--- config.mk ---
export PLATFORM = sky130hd
export DESIGN_NAME = adc_conversion_control
export DESIGN_NICKNAME = d
export VERILOG_FILES = /design/src/adc_conv_pkg.sv /design/src/adc_conversion_control.sv
export VERILOG_INCLUDE_DIRS = /design/src
export SDC_FILE = /design/constraint.sdc
export NUM_CORES = 1
export LEC_CHECK = 0
export BUFFER_PORTS_ARGS = -buffer_cell sky130_fd_sc_hd__buf_2
export CORE_MARGIN = 10
export CORE_UTILIZATION = 40
export DETAILED_ROUTE_END_ITERATION = 10
export GPL_TIMING_DRIVEN = 0
export PLACE_DENSITY_LB_ADDON = 0.08
export SYNTH_ARGS = -nofsm -noshare
export SYNTH_HDL_FRONTEND = slang
export SYNTH_SLANG_ARGS = --single-unit
--- constraint.sdc ---
create_clock -name sys_clk -period 3.6 [get_ports sys_clk]
set_input_delay 0.36 -clock sys_clk [delete_from_list [all_inputs] [get_ports sys_clk]]
set_output_delay 0.36 -clock sys_clk [all_outputs]
set_load 0.03 [all_outputs]
--- src/adc_conv_defs.svh ---
`ifndef ADC_CONV_DEFS_SVH
`define ADC_CONV_DEFS_SVH
// register byte offsets
`define ADC_OFF_CTRL 8'h00
`define ADC_OFF_CFG 8'h04
`define ADC_OFF_RESH 8'h08
`define ADC_OFF_RESL 8'h0c
`define ADC_OFF_STAT 8'h10
// conversion_control fields
`define ADC_EN_BIT 0
`define ADC_GO_BIT 1
`define ADC_CHS_LSB 2
`define ADC_CHS_MSB 6
// conversion_config fields
`define ADC_JUST_BIT 7
`define ADC_CKS_LSB 4
`define ADC_CKS_MSB 6
`define ADC_PREF_LSB 0
`define ADC_PREF_MSB 1
// status fields
`define ADC_DONE_BIT 0
`define ADC_IE_BIT 1
`define ADC_OFF_STATE_BIT 2
// reset values
`define ADC_CTRL_RST 8'h00
`define ADC_CFG_RST 8'h00
`define ADC_RES_RST 8'h00
// channel codes
`define ADC_CH_AN4 5'h04
`define ADC_CH_AN8 5'h08
`define ADC_CH_AN13 5'h0d
`define ADC_CH_TEMP 5'h1d
`define ADC_CH_FVR 5'h1f
// reference codes
`define ADC_REF_VDD 2'h0
`define ADC_REF_PIN 2'h2
// timing: system period and instruction cycle in ns
`define ADC_SYS_NS 10
`define ADC_INSTR_NS 40
`define ADC_START_DLY ((`ADC_INSTR_NS + `ADC_SYS_NS - 1) / `ADC_SYS_NS)
// a conversion lasts 11.5 tad, counted in half tad
`define ADC_HALF_TADS 23
`define ADC_FIRST_DECIDE 3
// half tad in system cycles per divider code
`define ADC_HALF_DIV2 6'h01
`define ADC_HALF_DIV4 6'h02
`define ADC_HALF_DIV8 6'h04
`define ADC_HALF_DIV16 6'h08
`define ADC_HALF_DIV32 6'h10
`define ADC_HALF_DIV64 6'h20
`define ADC_RESP_OK 2'h0
`define ADC_RESP_ERR 2'h2
`endif

--- src/adc_conv_pkg.sv ---
package adc_conv_pkg;
  typedef enum logic [1:0] {
    ST_IDLE,
    ST_DELAY,
    ST_CONV
  } conv_state_e;
endpackage

--- src/adc_conversion_control.sv ---
`include "adc_conv_defs.svh"
module adc_conversion_control (
  input  wire logic        sys_clk,
  input  wire logic        rst_n,
  input  wire logic [7:0]  s_axi_awaddr,
  input  wire logic        s_axi_awvalid,
  output logic             s_axi_awready,
  input  wire logic [31:0] s_axi_wdata,
  input  wire logic [3:0]  s_axi_wstrb,
  input  wire logic        s_axi_wvalid,
  output logic             s_axi_wready,
  output logic [1:0]       s_axi_bresp,
  output logic             s_axi_bvalid,
  input  wire logic        s_axi_bready,
  input  wire logic [7:0]  s_axi_araddr,
  input  wire logic        s_axi_arvalid,
  output logic             s_axi_arready,
  output logic [31:0]      s_axi_rdata,
  output logic [1:0]       s_axi_rresp,
  output logic             s_axi_rvalid,
  input  wire logic        s_axi_rready,
  input  wire logic        sleep_active,
  input  wire logic        cmp_in,
  input  wire logic        rc_osc,
  output logic             converter_on,
  output logic [4:0]       channel_select,
  output logic             channel_valid,
  output logic             ref_use_pin,
  output logic             ref_valid,
  output logic             sample_hold,
  output logic [9:0]       dac_code,
  output logic             conv_irq,
  output logic             wake_req
);
  import adc_conv_pkg::*;

  conv_state_e state_q;
  logic        enable_q;
  logic        go_q;
  logic [4:0]  chan_q;
  logic        justify_q;
  logic [2:0]  clksel_q;
  logic [1:0]  pref_q;
  logic [7:0]  res_hi_q;
  logic [7:0]  res_lo_q;
  logic        done_q;
  logic        ie_q;
  logic        sleep_off_q;
  logic [9:0]  sar_q;
  logic [3:0]  idx_q;
  logic        last_q;
  logic [4:0]  half_q;
  logic [5:0]  div_q;
  logic [2:0]  dly_q;
  logic        aw_have_q;
  logic [7:0]  aw_addr_q;
  logic        w_have_q;
  logic [7:0]  w_data_q;
  logic        w_lane_q;
  logic        bvalid_q;
  logic [1:0]  bresp_q;
  logic        rvalid_q;
  logic [31:0] rdata_q;
  logic [1:0]  rresp_q;
  logic        cmp_s1_q;
  logic        cmp_s2_q;
  logic        rc_s1_q;
  logic        rc_s2_q;
  logic        rc_s3_q;
  logic        on_q;
  logic        irq_q;
  logic        wake_q;
  logic        hold_q;

  logic        wr_fire;
  logic        wr_ctrl;
  logic        wr_cfg;
  logic        wr_resh;
  logic        wr_resl;
  logic        wr_stat;
  logic [7:0]  wd;
  logic        rc_sel;
  logic        half_tick;
  logic [5:0]  half_len;
  logic        start_req;
  logic        stop_req;
  logic        kill_req;
  logic        decide;
  logic        complete;
  logic [9:0]  sar_dec;
  logic [9:0]  partial;
  logic [9:0]  result;
  logic        load_res;
  logic [7:0]  rd_mux;
  logic        rd_hit;
  logic        wr_hit;

  // external pins are asynchronous to sys_clk
  always_ff @(posedge sys_clk or negedge rst_n) begin
    if (!rst_n) begin
      cmp_s1_q <= 1'b0;
      cmp_s2_q <= 1'b0;
      rc_s1_q  <= 1'b0;
      rc_s2_q  <= 1'b0;
      rc_s3_q  <= 1'b0;
    end else begin
      cmp_s1_q <= cmp_in;
      cmp_s2_q <= cmp_s1_q;
      rc_s1_q  <= rc_osc;
      rc_s2_q  <= rc_s1_q;
      rc_s3_q  <= rc_s2_q;
    end
  end

  // axi write channels, address and data taken in either order
  assign s_axi_awready = ~aw_have_q & ~bvalid_q;
  assign s_axi_wready  = ~w_have_q & ~bvalid_q;
  assign wr_fire = aw_have_q & w_have_q & ~bvalid_q;
  assign wd = w_data_q;
  assign wr_hit = (aw_addr_q == `ADC_OFF_CTRL) | (aw_addr_q == `ADC_OFF_CFG) |
                  (aw_addr_q == `ADC_OFF_RESH) | (aw_addr_q == `ADC_OFF_RESL) |
                  (aw_addr_q == `ADC_OFF_STAT);
  // only byte lane 0 carries register bits
  assign wr_ctrl = wr_fire & w_lane_q & (aw_addr_q == `ADC_OFF_CTRL);
  assign wr_cfg  = wr_fire & w_lane_q & (aw_addr_q == `ADC_OFF_CFG);
  assign wr_resh = wr_fire & w_lane_q & (aw_addr_q == `ADC_OFF_RESH);
  assign wr_resl = wr_fire & w_lane_q & (aw_addr_q == `ADC_OFF_RESL);
  assign wr_stat = wr_fire & w_lane_q & (aw_addr_q == `ADC_OFF_STAT);

  always_ff @(posedge sys_clk or negedge rst_n) begin
    if (!rst_n) begin
      aw_have_q <= 1'b0;
      aw_addr_q <= 8'h00;
      w_have_q  <= 1'b0;
      w_data_q  <= 8'h00;
      w_lane_q  <= 1'b0;
      bvalid_q  <= 1'b0;
      bresp_q   <= `ADC_RESP_OK;
    end else begin
      if (s_axi_awvalid && s_axi_awready) begin
        aw_have_q <= 1'b1;
        aw_addr_q <= s_axi_awaddr;
      end
      if (s_axi_wvalid && s_axi_wready) begin
        w_have_q <= 1'b1;
        w_data_q <= s_axi_wdata[7:0];
        w_lane_q <= s_axi_wstrb[0];
      end
      if (wr_fire) begin
        aw_have_q <= 1'b0;
        w_have_q  <= 1'b0;
        bvalid_q  <= 1'b1;
        bresp_q   <= wr_hit ? `ADC_RESP_OK : `ADC_RESP_ERR;
      end else if (bvalid_q && s_axi_bready) begin
        bvalid_q <= 1'b0;
      end
    end
  end
  assign s_axi_bvalid = bvalid_q;
  assign s_axi_bresp  = bresp_q;

  // read mux; spare bits read as zero
  always_comb begin
    rd_hit = 1'b1;
    rd_mux = 8'h00;
    case (s_axi_araddr)
      `ADC_OFF_CTRL: rd_mux = {1'b0, chan_q, go_q, enable_q};
      `ADC_OFF_CFG:  rd_mux = {justify_q, clksel_q, 2'h0, pref_q};
      `ADC_OFF_RESH: rd_mux = res_hi_q;
      `ADC_OFF_RESL: rd_mux = res_lo_q;
      `ADC_OFF_STAT: rd_mux = {5'h00, sleep_off_q, ie_q, done_q};
      default:       rd_hit = 1'b0;
    endcase
  end

  assign s_axi_arready = ~rvalid_q;
  always_ff @(posedge sys_clk or negedge rst_n) begin
    if (!rst_n) begin
      rvalid_q <= 1'b0;
      rdata_q  <= 32'h0000_0000;
      rresp_q  <= `ADC_RESP_OK;
    end else if (s_axi_arvalid && !rvalid_q) begin
      rvalid_q <= 1'b1;
      rdata_q  <= {24'h00_0000, rd_mux};
      rresp_q  <= rd_hit ? `ADC_RESP_OK : `ADC_RESP_ERR;
    end else if (rvalid_q && s_axi_rready) begin
      rvalid_q <= 1'b0;
    end
  end
  assign s_axi_rvalid = rvalid_q;
  assign s_axi_rdata  = rdata_q;
  assign s_axi_rresp  = rresp_q;

  // enable, channel and configuration fields
  always_ff @(posedge sys_clk or negedge rst_n) begin
    if (!rst_n) begin
      enable_q  <= 1'b0;
      chan_q    <= 5'h00;
      justify_q <= 1'b0;
      clksel_q  <= 3'h0;
      pref_q    <= 2'h0;
      ie_q      <= 1'b0;
    end else begin
      if (wr_ctrl) begin
        enable_q <= wd[`ADC_EN_BIT];
        chan_q   <= wd[`ADC_CHS_MSB:`ADC_CHS_LSB];
      end
      if (wr_cfg) begin
        justify_q <= wd[`ADC_JUST_BIT];
        clksel_q  <= wd[`ADC_CKS_MSB:`ADC_CKS_LSB];
        pref_q    <= wd[`ADC_PREF_MSB:`ADC_PREF_LSB];
      end
      if (wr_stat) begin
        ie_q <= wd[`ADC_IE_BIT];
      end
    end
  end

  // x11 selects the rc clock, the rest divide sys_clk
  assign rc_sel = clksel_q[1] & clksel_q[0];
  always_comb begin
    case (clksel_q)
      3'h0:    half_len = `ADC_HALF_DIV2;
      3'h4:    half_len = `ADC_HALF_DIV4;
      3'h1:    half_len = `ADC_HALF_DIV8;
      3'h5:    half_len = `ADC_HALF_DIV16;
      3'h2:    half_len = `ADC_HALF_DIV32;
      3'h6:    half_len = `ADC_HALF_DIV64;
      default: half_len = `ADC_HALF_DIV2;
    endcase
  end

  // both rc edges count as half tad; divider restarts per conversion
  assign half_tick = rc_sel ? (rc_s2_q ^ rc_s3_q) : (div_q == half_len - 6'h01);
  always_ff @(posedge sys_clk or negedge rst_n) begin
    if (!rst_n) begin
      div_q <= 6'h00;
    end else if (state_q != ST_CONV || half_tick) begin
      div_q <= 6'h00;
    end else begin
      div_q <= div_q + 6'h01;
    end
  end

  // go only counts when already enabled by an earlier write
  assign start_req = wr_ctrl & wd[`ADC_GO_BIT] & wd[`ADC_EN_BIT] & enable_q &
                     ~sleep_off_q & (state_q == ST_IDLE);
  assign stop_req = wr_ctrl & ~wd[`ADC_GO_BIT] & (state_q != ST_IDLE);
  // disable or sleep on a divided clock kills without a result
  assign kill_req = (wr_ctrl & ~wd[`ADC_EN_BIT]) |
                    (sleep_active & ~rc_sel);
  assign decide = (state_q == ST_CONV) & half_tick & half_q[0] &
                  (half_q >= 5'(`ADC_FIRST_DECIDE));
  assign complete = (state_q == ST_CONV) & half_tick &
                    (half_q == 5'(`ADC_HALF_TADS - 1));

  // successive approximation trial for the present bit
  always_comb begin
    sar_dec = sar_q;
    sar_dec[idx_q] = cmp_s2_q;
    if (idx_q != 4'h0) begin
      sar_dec[idx_q - 4'h1] = 1'b1;
    end
  end

  // undecided bits copy the last decided one
  genvar gi;
  generate
    for (gi = 0; gi < 10; gi = gi + 1) begin : g_fill
      assign partial[gi] = (4'(gi) > idx_q || idx_q > 4'h9) ? sar_q[gi] : last_q;
    end
  endgenerate

  assign load_res = complete | (stop_req & ~kill_req);
  assign result = complete ? sar_q : partial;

  // conversion sequencer, go bit and result registers
  always_ff @(posedge sys_clk or negedge rst_n) begin
    if (!rst_n) begin
      state_q  <= ST_IDLE;
      go_q     <= 1'b0;
      sar_q    <= 10'h000;
      idx_q    <= 4'h0;
      last_q   <= 1'b0;
      half_q   <= 5'h00;
      dly_q    <= 3'h0;
      res_hi_q <= `ADC_RES_RST;
      res_lo_q <= `ADC_RES_RST;
    end else begin
      if (wr_resh) begin
        res_hi_q <= wd;
      end
      if (wr_resl) begin
        res_lo_q <= wd;
      end
      if (kill_req && state_q != ST_IDLE) begin
        state_q <= ST_IDLE;
        go_q    <= 1'b0;
      end else if (load_res) begin
        state_q <= ST_IDLE;
        go_q    <= 1'b0;
        if (justify_q) begin
          res_hi_q <= {6'h00, result[9:8]};
          res_lo_q <= result[7:0];
        end else begin
          res_hi_q <= result[9:2];
          res_lo_q <= {result[1:0], 6'h00};
        end
      end else begin
        case (state_q)
          ST_IDLE: begin
            if (start_req) begin
              go_q   <= 1'b1;
              sar_q  <= 10'h200;
              idx_q  <= 4'h9;
              last_q <= 1'b0;
              half_q <= 5'h00;
              dly_q  <= 3'(`ADC_START_DLY - 1);
              state_q <= rc_sel ? ST_DELAY : ST_CONV;
            end
          end
          ST_DELAY: begin
            if (dly_q == 3'h0) begin
              state_q <= ST_CONV;
            end else begin
              dly_q <= dly_q - 3'h1;
            end
          end
          ST_CONV: begin
            if (half_tick) begin
              half_q <= half_q + 5'h01;
            end
            if (decide) begin
              sar_q  <= sar_dec;
              idx_q  <= idx_q - 4'h1;
              last_q <= cmp_s2_q;
            end
          end
          default: state_q <= ST_IDLE;
        endcase
      end
    end
  end

  // done flag: hardware sets, only software clears, set wins
  always_ff @(posedge sys_clk or negedge rst_n) begin
    if (!rst_n) begin
      done_q <= 1'b0;
    end else if (complete && !kill_req) begin
      done_q <= 1'b1;
    end else if (wr_stat && wd[`ADC_DONE_BIT]) begin
      done_q <= 1'b0;
    end
  end

  // analog power-down in sleep on a divided clock, or on rc after a conversion with ie clear; lifted when sleep ends
  always_ff @(posedge sys_clk or negedge rst_n) begin
    if (!rst_n) begin
      sleep_off_q <= 1'b0;
    end else if (!sleep_active) begin
      sleep_off_q <= 1'b0;
    end else if (!rc_sel) begin
      sleep_off_q <= 1'b1;
    end else if (complete && !ie_q) begin
      sleep_off_q <= 1'b1;
    end
  end

  // registered analog and system controls
  always_ff @(posedge sys_clk or negedge rst_n) begin
    if (!rst_n) begin
      on_q   <= 1'b0;
      irq_q  <= 1'b0;
      wake_q <= 1'b0;
      hold_q <= 1'b0;
    end else begin
      on_q   <= enable_q & ~sleep_off_q;
      irq_q  <= done_q & ie_q;
      wake_q <= sleep_active & rc_sel & done_q & ie_q;
      hold_q <= (state_q == ST_CONV);
    end
  end

  // channel and reference routing
  always_comb begin
    channel_valid = (chan_q <= `ADC_CH_AN4) |
                    (chan_q >= `ADC_CH_AN8 && chan_q <= `ADC_CH_AN13) |
                    (chan_q == `ADC_CH_TEMP) |
                    (chan_q == `ADC_CH_FVR);
  end
  assign channel_select = chan_q;
  assign ref_use_pin = (pref_q == `ADC_REF_PIN);
  assign ref_valid = (pref_q == `ADC_REF_PIN) | (pref_q == `ADC_REF_VDD);
  assign converter_on = on_q;
  assign conv_irq = irq_q;
  assign wake_req = wake_q;
  assign sample_hold = hold_q;
  assign dac_code = sar_q;

endmodule

# Word-level counts from Yosys, hierarchy flattened
# Cells that the tools add are included.
[totals] regBits=105 wordCells=261
[classes] eq_ne=29 reduce_logical=48 magnitude_cmp=19 addsub=5 mux=70 bitwise=53
[op_table] cell="8-bit two-way mux" n=8
[op_table] cell="10-bit two-way mux" n=4
[op_table] cell="8-bit case mux with 5 select lines" n=1
[op_table] cell="1-bit two-way mux" n=33
[op_table] cell="8-bit by 4-bit == test with 1-bit output (second input constant)" n=4
[op_table] cell="1-bit AND" n=30
[op_table] cell="6-bit case mux with 5 select lines" n=1
[op_table] cell="10-bit case mux with 2 select lines" n=1
[op_table] cell="8-bit by 3-bit == test with 1-bit output (second input constant)" n=2
[op_table] cell="8-bit by 5-bit == test with 1-bit output (second input constant)" n=2
[op_table] cell="3-bit by 4-bit > comparator with 1-bit output (first input constant)" n=4
[op_table] cell="8-bit logical NOT" n=2
[op_table] cell="2-bit nonzero test" n=8
[op_table] cell="5-bit == test (second input constant)" n=3
[op_table] cell="5-bit AND reduction" n=3
[op_table] cell="2-bit two-way mux" n=7
[op_table] cell="1-bit logical AND" n=12
[op_table] cell="1-bit logical OR" n=11
[op_table] cell="1-bit NOT" n=11
[op_table] cell="10-bit bitwise mux" n=1
[op_table] cell="4-bit by 5-bit < comparator with 1-bit output (second input constant)" n=2
[op_table] cell="5-bit two-way mux" n=2
[op_table] cell="2-bit != test (second input constant)" n=5
[op_table] cell="1-bit OR" n=10
[op_table] cell="other kinds (42)" n=57

# Longest topological paths before layout
# Gate-level depths: netlist of run 1.
[logic_depth] word_depth=13 depth_mapped=11 ltp_nobuf=9

# Worst setup path after synthesis of run 1
# OpenSTA, ideal clock, no wires.
[synth_path] path_type="reg2reg" start="reg aw_addr_q[0]" end="reg half_q[0]" slack_ns=0.938 required_ns=3.475 path_buffers=0 arrival_time_ns=2.538 stages_incl_launch_ff=8 synth_period_minus_slack_ns=2.662 cell_sequence="dfrtp_1 > or4_4 > nor4_4 > nand2_2 > or4_1 > o21ai_0 > and2b_1 > mux2_2"
[synth_between] elab_chain_cells=9 word_cells_on_any_way=19
[synth_rtl] item="start: declaration" line_no="adc_conversion_control.sv:56" rtl="logic [7:0] aw_addr_q;"
[synth_rtl] item="start signal: assignment" line_no="adc_conversion_control.sv:142" rtl="aw_addr_q <= s_axi_awaddr;"
[synth_rtl] item="8-bit logical NOT (no line) (*)"
[synth_rtl] item="1-bit AND (*)" line_no="adc_conversion_control.sv:124" rtl="assign wr_ctrl = wr_fire & w_lane_q & (aw_addr_q == `ADC_OFF_CTRL);"
[synth_rtl] item="1-bit AND (on tied branches)" line_no="adc_conversion_control.sv:246, adc_conversion_control.sv:250"
[synth_rtl] item="1-bit AND / 1-bit OR (equally long branches)" line_no="adc_conversion_control.sv:246, adc_conversion_control.sv:250"
[synth_rtl] item="1-bit AND / 1-bit NOT (equally long branches)" line_no="adc_conversion_control.sv:246, adc_conversion_control.sv:274"
[synth_rtl] item="1-bit AND (on tied branches)" line_no="adc_conversion_control.sv:246, adc_conversion_control.sv:274"
[synth_rtl] item="1-bit AND / 1-bit OR (equally long branches)" line_no="adc_conversion_control.sv:246, adc_conversion_control.sv:274"
[synth_rtl] item="2-bit != test (no line) / 1-bit NOT (equally long branches)"
[synth_rtl] item="5-bit AND reduction (no line) (*)"
[synth_rtl] item="end signal: assignment" line_no="adc_conversion_control.sv:331" rtl="half_q <= half_q + 5'h01;"
[synth_rtl] item="end: declaration" line_no="adc_conversion_control.sv:52" rtl="logic [4:0] half_q;"
# Every way passes the cells marked *; elsewhere a longest branch is shown, timed or not.
# A chain may end at the register's enable or synchronous reset.

# Final worst setup path of run 1
[layout_path] start="reg clksel_q[1]" end="reg sar_q[5] (netlist: dac_code[5])"
[layout_between] elab_chain_cells=10 word_cells_on_any_way=25
[layout_rtl] item="start: declaration" line_no="adc_conversion_control.sv:42" rtl="logic [2:0] clksel_q;"
[layout_rtl] item="start signal: assignment" line_no="adc_conversion_control.sv:210" rtl="clksel_q <= wd[`ADC_CKS_MSB:`ADC_CKS_LSB];"
[layout_rtl] item="3-bit == test (tied with other cells)" line_no="adc_conversion_control.sv:222" rtl="case (clksel_q)"
[layout_rtl] item="6-bit case mux with 5 select lines" line_no="adc_conversion_control.sv:222"
[layout_rtl] item="6-bit by 1-bit subtractor with 6-bit output" line_no="adc_conversion_control.sv:234" rtl="assign half_tick = rc_sel ? (rc_s2_q ^ rc_s3_q) : (div_q == half_len - 6'h01);"
[layout_rtl] item="6-bit == test" line_no="adc_conversion_control.sv:234"
[layout_rtl] item="1-bit two-way mux" line_no="adc_conversion_control.sv:234"
[layout_rtl] item="1-bit AND" line_no="adc_conversion_control.sv:252, adc_conversion_control.sv:254"
[layout_rtl] item="1-bit AND (on tied branches)" line_no="adc_conversion_control.sv:252, adc_conversion_control.sv:254"
[layout_rtl] item="1-bit AND / 1-bit OR (equally long branches)" line_no="adc_conversion_control.sv:252, adc_conversion_control.sv:274"
[layout_rtl] item="2-bit != test (no line) / 1-bit NOT (equally long branches)"
[layout_rtl] item="5-bit AND reduction (no line) (*)"
[layout_rtl] item="end signal: assignment" line_no="adc_conversion_control.sv:334" rtl="sar_q <= sar_dec;"
[layout_rtl] item="end: declaration" line_no="adc_conversion_control.sv:49" rtl="logic [9:0] sar_q;"
# Marks and branches as above.

==> summary by stage, run 1 <==
Worst setup path
The critical path buffer and inverter count is 1. The maximum fanout along the worst path is 9. The cell family contributing the most delay on the critical path is simple AND/OR/NAND/NOR gates. STA puts the critical path data arrival time at approximately 3.4 ns. For this design, the slowest cell found on the critical path is sky130_fd_sc_hd__nor4_1. STA classifies the critical path endpoint as a register. STA classifies the critical path startpoint as a register.

STA puts the critical path data required time at 3.85 ns. The longest individual stage delay on the worst path is 0.75 ns. The startpoint-to-endpoint class of the critical path is register to register. The critical path goes through clkbuf_1 > nor2b_1 > nand4_1 > a2111oi_4 > a21oi_2 > nor4_1 > nor2_1 > o22a_1.

Yosys
The dominant synthesized flop cell is sky130_fd_sc_hd__dfrtp_1. The synthesized instance count is 605. The register bit count reported by yosys is ~100. Of the synthesized area, sequential elements account for 0.445.

After synthesis, the share of flip-flops with an asynchronous set or reset is 1.00. After synthesis the cells add up to 0.00579 mm². The synthesized design contains 0 enable-type register cells. The Yosys warning count is 0. The post-synthesis cell type count is between 60 and 70. The per-instance average area after synthesis is 9.58 µm².

Pwr
The internal power of the cells totals 0.00215 W. Of the total power, the clock network draws 0.319. The share of total power dissipated in sequential elements is 0.465. The total power is about 0.0032 W. Of the total power, the share spent switching nets is 0.327. The largest vdd supply drop is 297 µV.

The net switching component of the power is between 0.001 and 0.0015 W. The share of total power dissipated in combinational logic is 0.216. The static leakage is between 3 and 4 nW. Power spread over the standard cell area amounts to around 470 mW/mm².

Global routing
In the global route stage, overall resource usage came out at 0.166. The via count of the first global-routing pass is 4821. The first-pass GRT wire length is 26500 µm. Global routing finished with a remaining overflow of 0. Entering global routing, the biggest net connects 63 pins. The initial antenna violation count is 0.

Timing
The total negative slack for setup checks is 0 ns. The shortest clock period the worst path allows after layout is 3.16 ns. The number of hold violations in the final report is 0. Of the available clock period, the critical path in the final layout requires 0.878. Setup repair after global routing left no endpoint under its margin. The number of pins exceeding their max-slew limit in the final report was 0. The worst hold margin is 0.000825 ns. The worst-case headroom to the max-slew limit is 0.392. Across the routed clock network, the largest skew measured is about 0.0047 ns. For the pin with the worst max-slew slack, the measured transition is roughly 0.90 ns. Based on the critical path, the design can be clocked at up to 0.317 GHz. Setup violations remaining at the end of the flow were counted as 0.

Run status
The run finished with clean final reports.

Floorplanning
The standard-cell row count is 43. The initial utilization of the core area, before any placement, comes to 0.413. The total core area is 0.0140 mm². In this run the count of I/O pins placed on the die edge is 125. The height of the die is 140 µm.

The die extent in x is 140 µm. The area of the die is 0.0197 mm².

Route
The detail route stage leaves a number of antenna-violating nets equal to 0. After detailed routing, the number of vias per cell comes to 5.36. Summed over all layers, the routed wires come to 16300 µm. Before antenna repair, the detailed router went through 5 iterations. After detailed routing, the number of remaining DRC violations is 0. The per-cell routed wire length is 18.2 µm. The number of vias in the routed layout is 4807. The first routing iteration left between 300 and 400 violations.

Final layout
In the final layout, the multi-input gates occupy 0.00294 mm². After routing the design area is 0.00680 mm². In the final layout, the share of cells above drive strength 1 is 0.232. The repair_antennas step left the layout with diodes totalling 0. The count of cells in the finished layout, fillers not included, comes to 897.

The layout net count is 786. The area overhead of the layout relative to synthesis is 17.4%. The layout filler cell count is 1358.

The sequential cells in the finished layout cover a total of about 0.0026 mm².

Clock network
CTS saw between 100 and 150 sinks. The number of post-CTS setup repair buffers is 0. Buffers inserted to repair hold after CTS numbered 0.

TritonCTS built the clock tree. The clock edge transition at the registers on the reported setup and hold paths is about 0.07 ns. CTS placed an instance of sky130_fd_sc_hd__clkbuf_16 at the clock tree root. The H-tree generated during clock tree synthesis spans 3 levels. The total clock buffers created by CTS is 9. The clock insertion delay at the later pin of the skew report is between 0.3 and 0.4 ns. After clock tree synthesis, the repair step resized 0 gates. Counting along the longest clock path gives a buffer depth of 2.

Place
The post-DP HPWL is 12300 µm. After detailed placement, the design holds a cell count of 881. The final weighted congestion in routability-driven placement is 0.866. The number of buffers inserted by port buffering is 70. Once placement finished, the instance area stood at 0.00649 mm².

Min path
The class of the tightest hold or removal check is input port to asynchronous set/reset pin.

Job
The count of maximum capacitance violations is 0.
[layout make-up]
cell class | instances | share of cell area
multi-input combinational | 457 | 0.432
sequential | 103 | 0.379
clock buffer | 9 | 0.0331
timing repair buffer | 71 | 0.0559
buffer | 53 | 0.0453
inverter | 17 | 0.00938
clock inverter | 7 | 0.0120
tap | 180 | 0.0331
[synth_stat cells (6+ instances only)]
cell                       count  area [µm²]
sky130_fd_sc_hd__a21oi_1      38         190
sky130_fd_sc_hd__a22oi_1       8        60.1
sky130_fd_sc_hd__a31oi_1       7        43.8
sky130_fd_sc_hd__buf_4        26         195
sky130_fd_sc_hd__clkbuf_1     20        75.1
sky130_fd_sc_hd__dfrtp_1     103        2580
sky130_fd_sc_hd__ha_1         12         150
sky130_fd_sc_hd__inv_1        17        63.8
sky130_fd_sc_hd__mux2_2       36         405
sky130_fd_sc_hd__mux2i_1      27         270
sky130_fd_sc_hd__nand2_1      76         285
sky130_fd_sc_hd__nand3_1      14        70.1
sky130_fd_sc_hd__nor2_1       44         165
sky130_fd_sc_hd__nor2b_1      14        87.6
sky130_fd_sc_hd__nor3_1       10        50.1
sky130_fd_sc_hd__nor4_1        9        56.3
sky130_fd_sc_hd__o21ai_0      34         170
sky130_fd_sc_hd__o22ai_1       8        50.1
sky130_fd_sc_hd__or3_1         6        37.5
[registers in the layout (all words and copies together), names as in the netlist, 2 cells and up]
| name | flops |
|---|---|
| dac_code | 10 |
| clksel_q | 3 |
| res_hi_q | 8 |
| aw_addr_q | 8 |
| state_q | 2 |
| half_q | 5 |
| div_q | 6 |
| dly_q | 3 |
| pref_q | 2 |
| res_lo_q | 8 |
| w_data_q | 8 |
| channel_select | 5 |
| s_axi_rdata | 8 |
| idx_q | 4 |
[kinds of logic after synthesis]
kind of cell,after synthesis,synth area share
simple gates,206,0.174
compound gates,143,0.164
flops,103,0.445
buf+inv,70,0.0641
mux,63,0.117
fa+ha+maj,12,0.0259
xor+xnor,7,0.0106
other cells,1,0.000647
[metrics by stage]
| step | utilization | worst slack, ns |
|---|---|---|
| 2_1_floorplan | - | 0.938 |
| 3_3_place_gp | 0.460 | 0.432 |
| 3_5_place_dp | 0.462 | 0.411 |
| 4_1_cts | 0.484 | 0.389 |
| 5_1_grt | 0.484 | 0.0547 |
| 6_report | 0.484 | 0.441 |
[worst paths after layout]
| check | from | endpoint | slack (ns) | cells past startpoint |
|---|---|---|---|---|
| max | clksel_q[1] | dac_code[5] | 0.44 | 8 |
| min | rst_n | w_data_q[4] | 0.0008 | 1 |
| max reg2reg | clksel_q[1] | dac_code[5] | 0.44 | 8 |
| min reg2reg | cmp_s1_q | cmp_s2_q | 0.35 | 0 |
| max in group asynchronous | rst_n | justify_q | 2.89 | 2 |
| min in group sys_clk | rc_osc | rc_s1_q | 0.10 | 1 |
[cell usage in the layout, fill, tap and decap left out, drive strengths merged, types with 5 or more instances in the layout]
cell type and count:
a21oi 39, or3 6, nor2 44, nor3 11, nand2 77, buf 104, nor2b 14, a22o 5
ha 12, nand2b 5, o21ai 36, a31oi 8, a22oi 8, conb 26, clkbuf 29, inv 19
xnor2 5, nand3 14, o21a 5, o22ai 8, dfrtp 103, nor4 11, mux2 36, mux2i 27
[worst reg2reg max path: cells and delay by family, from the launching register on]
family	cells	cell delay, ns
AO/OA/AOI/OAI	3	1.10
buffers and inverters	1	0.33
flip-flops	1	0.32
AND/OR/NAND/NOR	4	1.30
[power groups by stage]
| stage | combinational, W | clock (W) | sequential, W |
|---|---|---|---|
| 6_report | 0.000691 | 0.00102 | 0.00148 |
| 4_1_cts | 0.000698 | 0.00105 | 0.00149 |
| 2_1_floorplan | 0.000473 | 0 | 0.00148 |
| 5_1_grt | 0.000762 | 0.00110 | 0.00151 |
| 3_3_place_gp | 0.000676 | 0 | 0.00150 |
| 3_5_place_dp | 0.000695 | 0 | 0.00151 |
[metal layers]
metal	share of wire	vias up	track usage
met5	0	-	0
met4	0.019	0	0.0609
met3	0.053	18	0.0331
met2	0.47	138	0.264
met1	0.46	2339	0.219
li1	-	2312	-
No activity file was read; power rests on OpenSTA's default activity.
==> run 2: changes to the inputs <==
CORE_UTILIZATION = 50   (was 40)
==> summary by stage, run 2 (synthesis results as in run 1) <==
Worst setup path
The startpoint-to-endpoint class of the critical path is register to register. The worst path required time is 3.84 ns. The critical path data arrival time is roughly 3.4 ns. STA classifies the critical path startpoint as a register. The longest individual stage delay on the worst path is 0.57 ns.

The slowest stage of the critical path belongs to the cell sky130_fd_sc_hd__a2111oi_4. The nature of the critical path endpoint is a register. The critical path buffer and inverter count is 1. Of all nets on the critical path, the largest fanout is 9. Traced cell by cell, the critical path runs through clkbuf_1 > nor2b_1 > nand4_1 > a2111oi_4 > a21oi_2 > nor3_2 > o21a_1 > mux2_2. Broken down by cell family, the worst path's largest delay share belongs to compound AO/OA/AOI/OAI gates.

Timing
The number of pins exceeding their max-slew limit in the final report came to 0. Setup repair after global routing left no endpoint under its margin. The worst hold margin is 0.114 ns. After routing, the total negative slack on setup checks comes to 0 ns. The final clock period utilization by the worst path is 0.866. The post-route worst setup slack is ~0.48 ns. The transition at the pin with the smallest max-transition slack is ~0.89 ns. The worst-case clock skew is 0.00734 ns.

Counting I/O delays and the setup requirement, the final critical path takes 3.12 ns. The peak clock frequency supported by timing is 0.321 GHz. The worst-case headroom to the max-slew limit is 0.401.

Setup violations remaining at the end of the flow were counted as 0. The number of hold violations in the final report came to 0.

Clock network
The later pin in the worst-skew pair is clocked with a latency of 0.35 ns. The total clock buffers created by CTS is 9. The clock edge transition at the registers on the reported setup and hold paths is 0.07 ns. CTS saw between 100 and 150 sinks. The TritonCTS clock tree is built.

The maximum level of the CTS H-tree is 3. The maximum clock path buffer count is 2. In this run the clock root is driven by a sky130_fd_sc_hd__clkbuf_16.

Final layout
Of the cells placed in the final design, the portion with a size suffix greater than 1 is 0.227. The area overhead of the layout relative to synthesis is 15.9%. Leaving out fill and tap cells, the most frequent cells in the layout are 103 x sky130_fd_sc_hd__dfrtp_1, 76 x sky130_fd_sc_hd__nand2_1, 72 x sky130_fd_sc_hd__buf_2.

The most frequent standard cell in the layout excluding fill and tap cells is sky130_fd_sc_hd__dfrtp_1. Measured on the finished design, the core utilization comes to 0.591. The layout net count is 787. The number of antenna repair diodes is 0. The register with the most flip-flops in the layout has 10 of them.

Floorplanning
The die extent in x is 128 µm. The number of placed I/O pins is roughly 130. The region available for standard cell placement spans 0.0114 mm². The die covers 0.0163 mm².

The standard-cell row count is 39. The initial standard-cell utilization of the core is 0.510. The height of the die is 128 µm.

Place
The number of buffers inserted by port buffering is 70. The post-placement setup slack is 0.537 ns. The final weighted congestion in routability-driven placement is about 0.91. Once detailed placement completed, the half-perimeter wirelength came to about 12000 µm.

Route
The number of vias in the routed layout is 4839. The per-cell routed wire length is 18.6 µm. Using the TritonRoute via totals, the vias-per-cell ratio works out to 5.63. The DRC violation count after routing is 0. The length of the first detailed-routing pass in iterations is 5. The number of nets still failing antenna checks after routing is 0. After the first detailed-routing iteration, the DRC count stood at 347. Wires add up to ~16000 µm.

Pwr
The static leakage is 3.14 nW. The largest vdd supply drop is 394 µV. In this run the power density over the cells is about 450 mW/mm².

Run status
The flow ran to the end, and the final reports show no timing, DRC or antenna violations.

Global routing
The global routing usage summed across all routing layers is 0.199. The via count of the first global-routing pass is 4962. Entering global routing, the biggest net connects 71 pins. The initial antenna violation count was 0. The first global-routing pass estimated 26200 µm of wire. The remaining global-route overflow is 0.

Min path
The class of the tightest hold or removal check is input port to register.

Job
Max-cap violations in this run came to 0.
[run 2: cell count changes in the layout (fill, tap and decap cells not counted)]
cell,before,now
sky130_fd_sc_hd__clkinvlp_4,3,0
sky130_fd_sc_hd__inv_8,1,0
sky130_fd_sc_hd__bufinv_16,1,0
sky130_fd_sc_hd__inv_6,1,0
sky130_fd_sc_hd__dlygate4sd3_1,0,1
sky130_fd_sc_hd__clkbuf_1,20,22
sky130_fd_sc_hd__clkinv_2,0,3
[run 2: final cells by class]
class	count	area (µm²)
Sequential cell	103	2580
Inverter	17	63.8
Fill cell	1042	4660
Tap cell	143	179
Clock buffer	11	233
Timing Repair Buffer	72	390
Multi-Input combinational cell	457	2940
Clock inverter	4	23.8
Buffer	53	308
[run 2: routing by layer]
layer  up-vias  routed length, µm  global-route usage
li1       2320                  -                   -
met3        20               1100              0.0641
met2       146               7790               0.330
met5         -                  0                   0
met4         0                216              0.0616
met1      2353               6870               0.240
[run 2: power by group]
part	internal, W	switching (W)	total [W]
combinational	0.000285	0.000393	0.000678
sequential	0.00132	0.000169	0.00149
clock	0.000463	0.000421	0.000885
[run 2: worst paths after layout]
kind / start / to / slack [ns] / cells past startpoint
min in group asynchronous: rst_n / converter_on / 0.52 / 2
worst min register to register: rc_s1_q / rc_s2_q / 0.35 / 0
worst max-delay path: clksel_q[1] / res_hi_q[0] / 0.48 / 8
worst max register to register: clksel_q[1] / res_hi_q[0] / 0.48 / 8
max in group asynchronous: rst_n / half_q[4] / 2.39 / 3
worst min-delay path: cmp_in / cmp_s1_q / 0.11 / 1
[run 2: repair_timing]
action	4_1_cts	5_1_grt
hold buffers	1	0
buffers inserted	0	0
gates resized for setup	0	0
endpoints found under the hold margin	33	0
[run 2: per-stage QoR]
stage	instances	cell area (µm²)	power (W)
floorplan	630	5890	0.00195
global placement	843	6420	0.00216
detailed placement	844	6450	0.00219
CTS	860	6710	0.00308
global route	860	6710	0.00321
finish	860	6710	0.00305
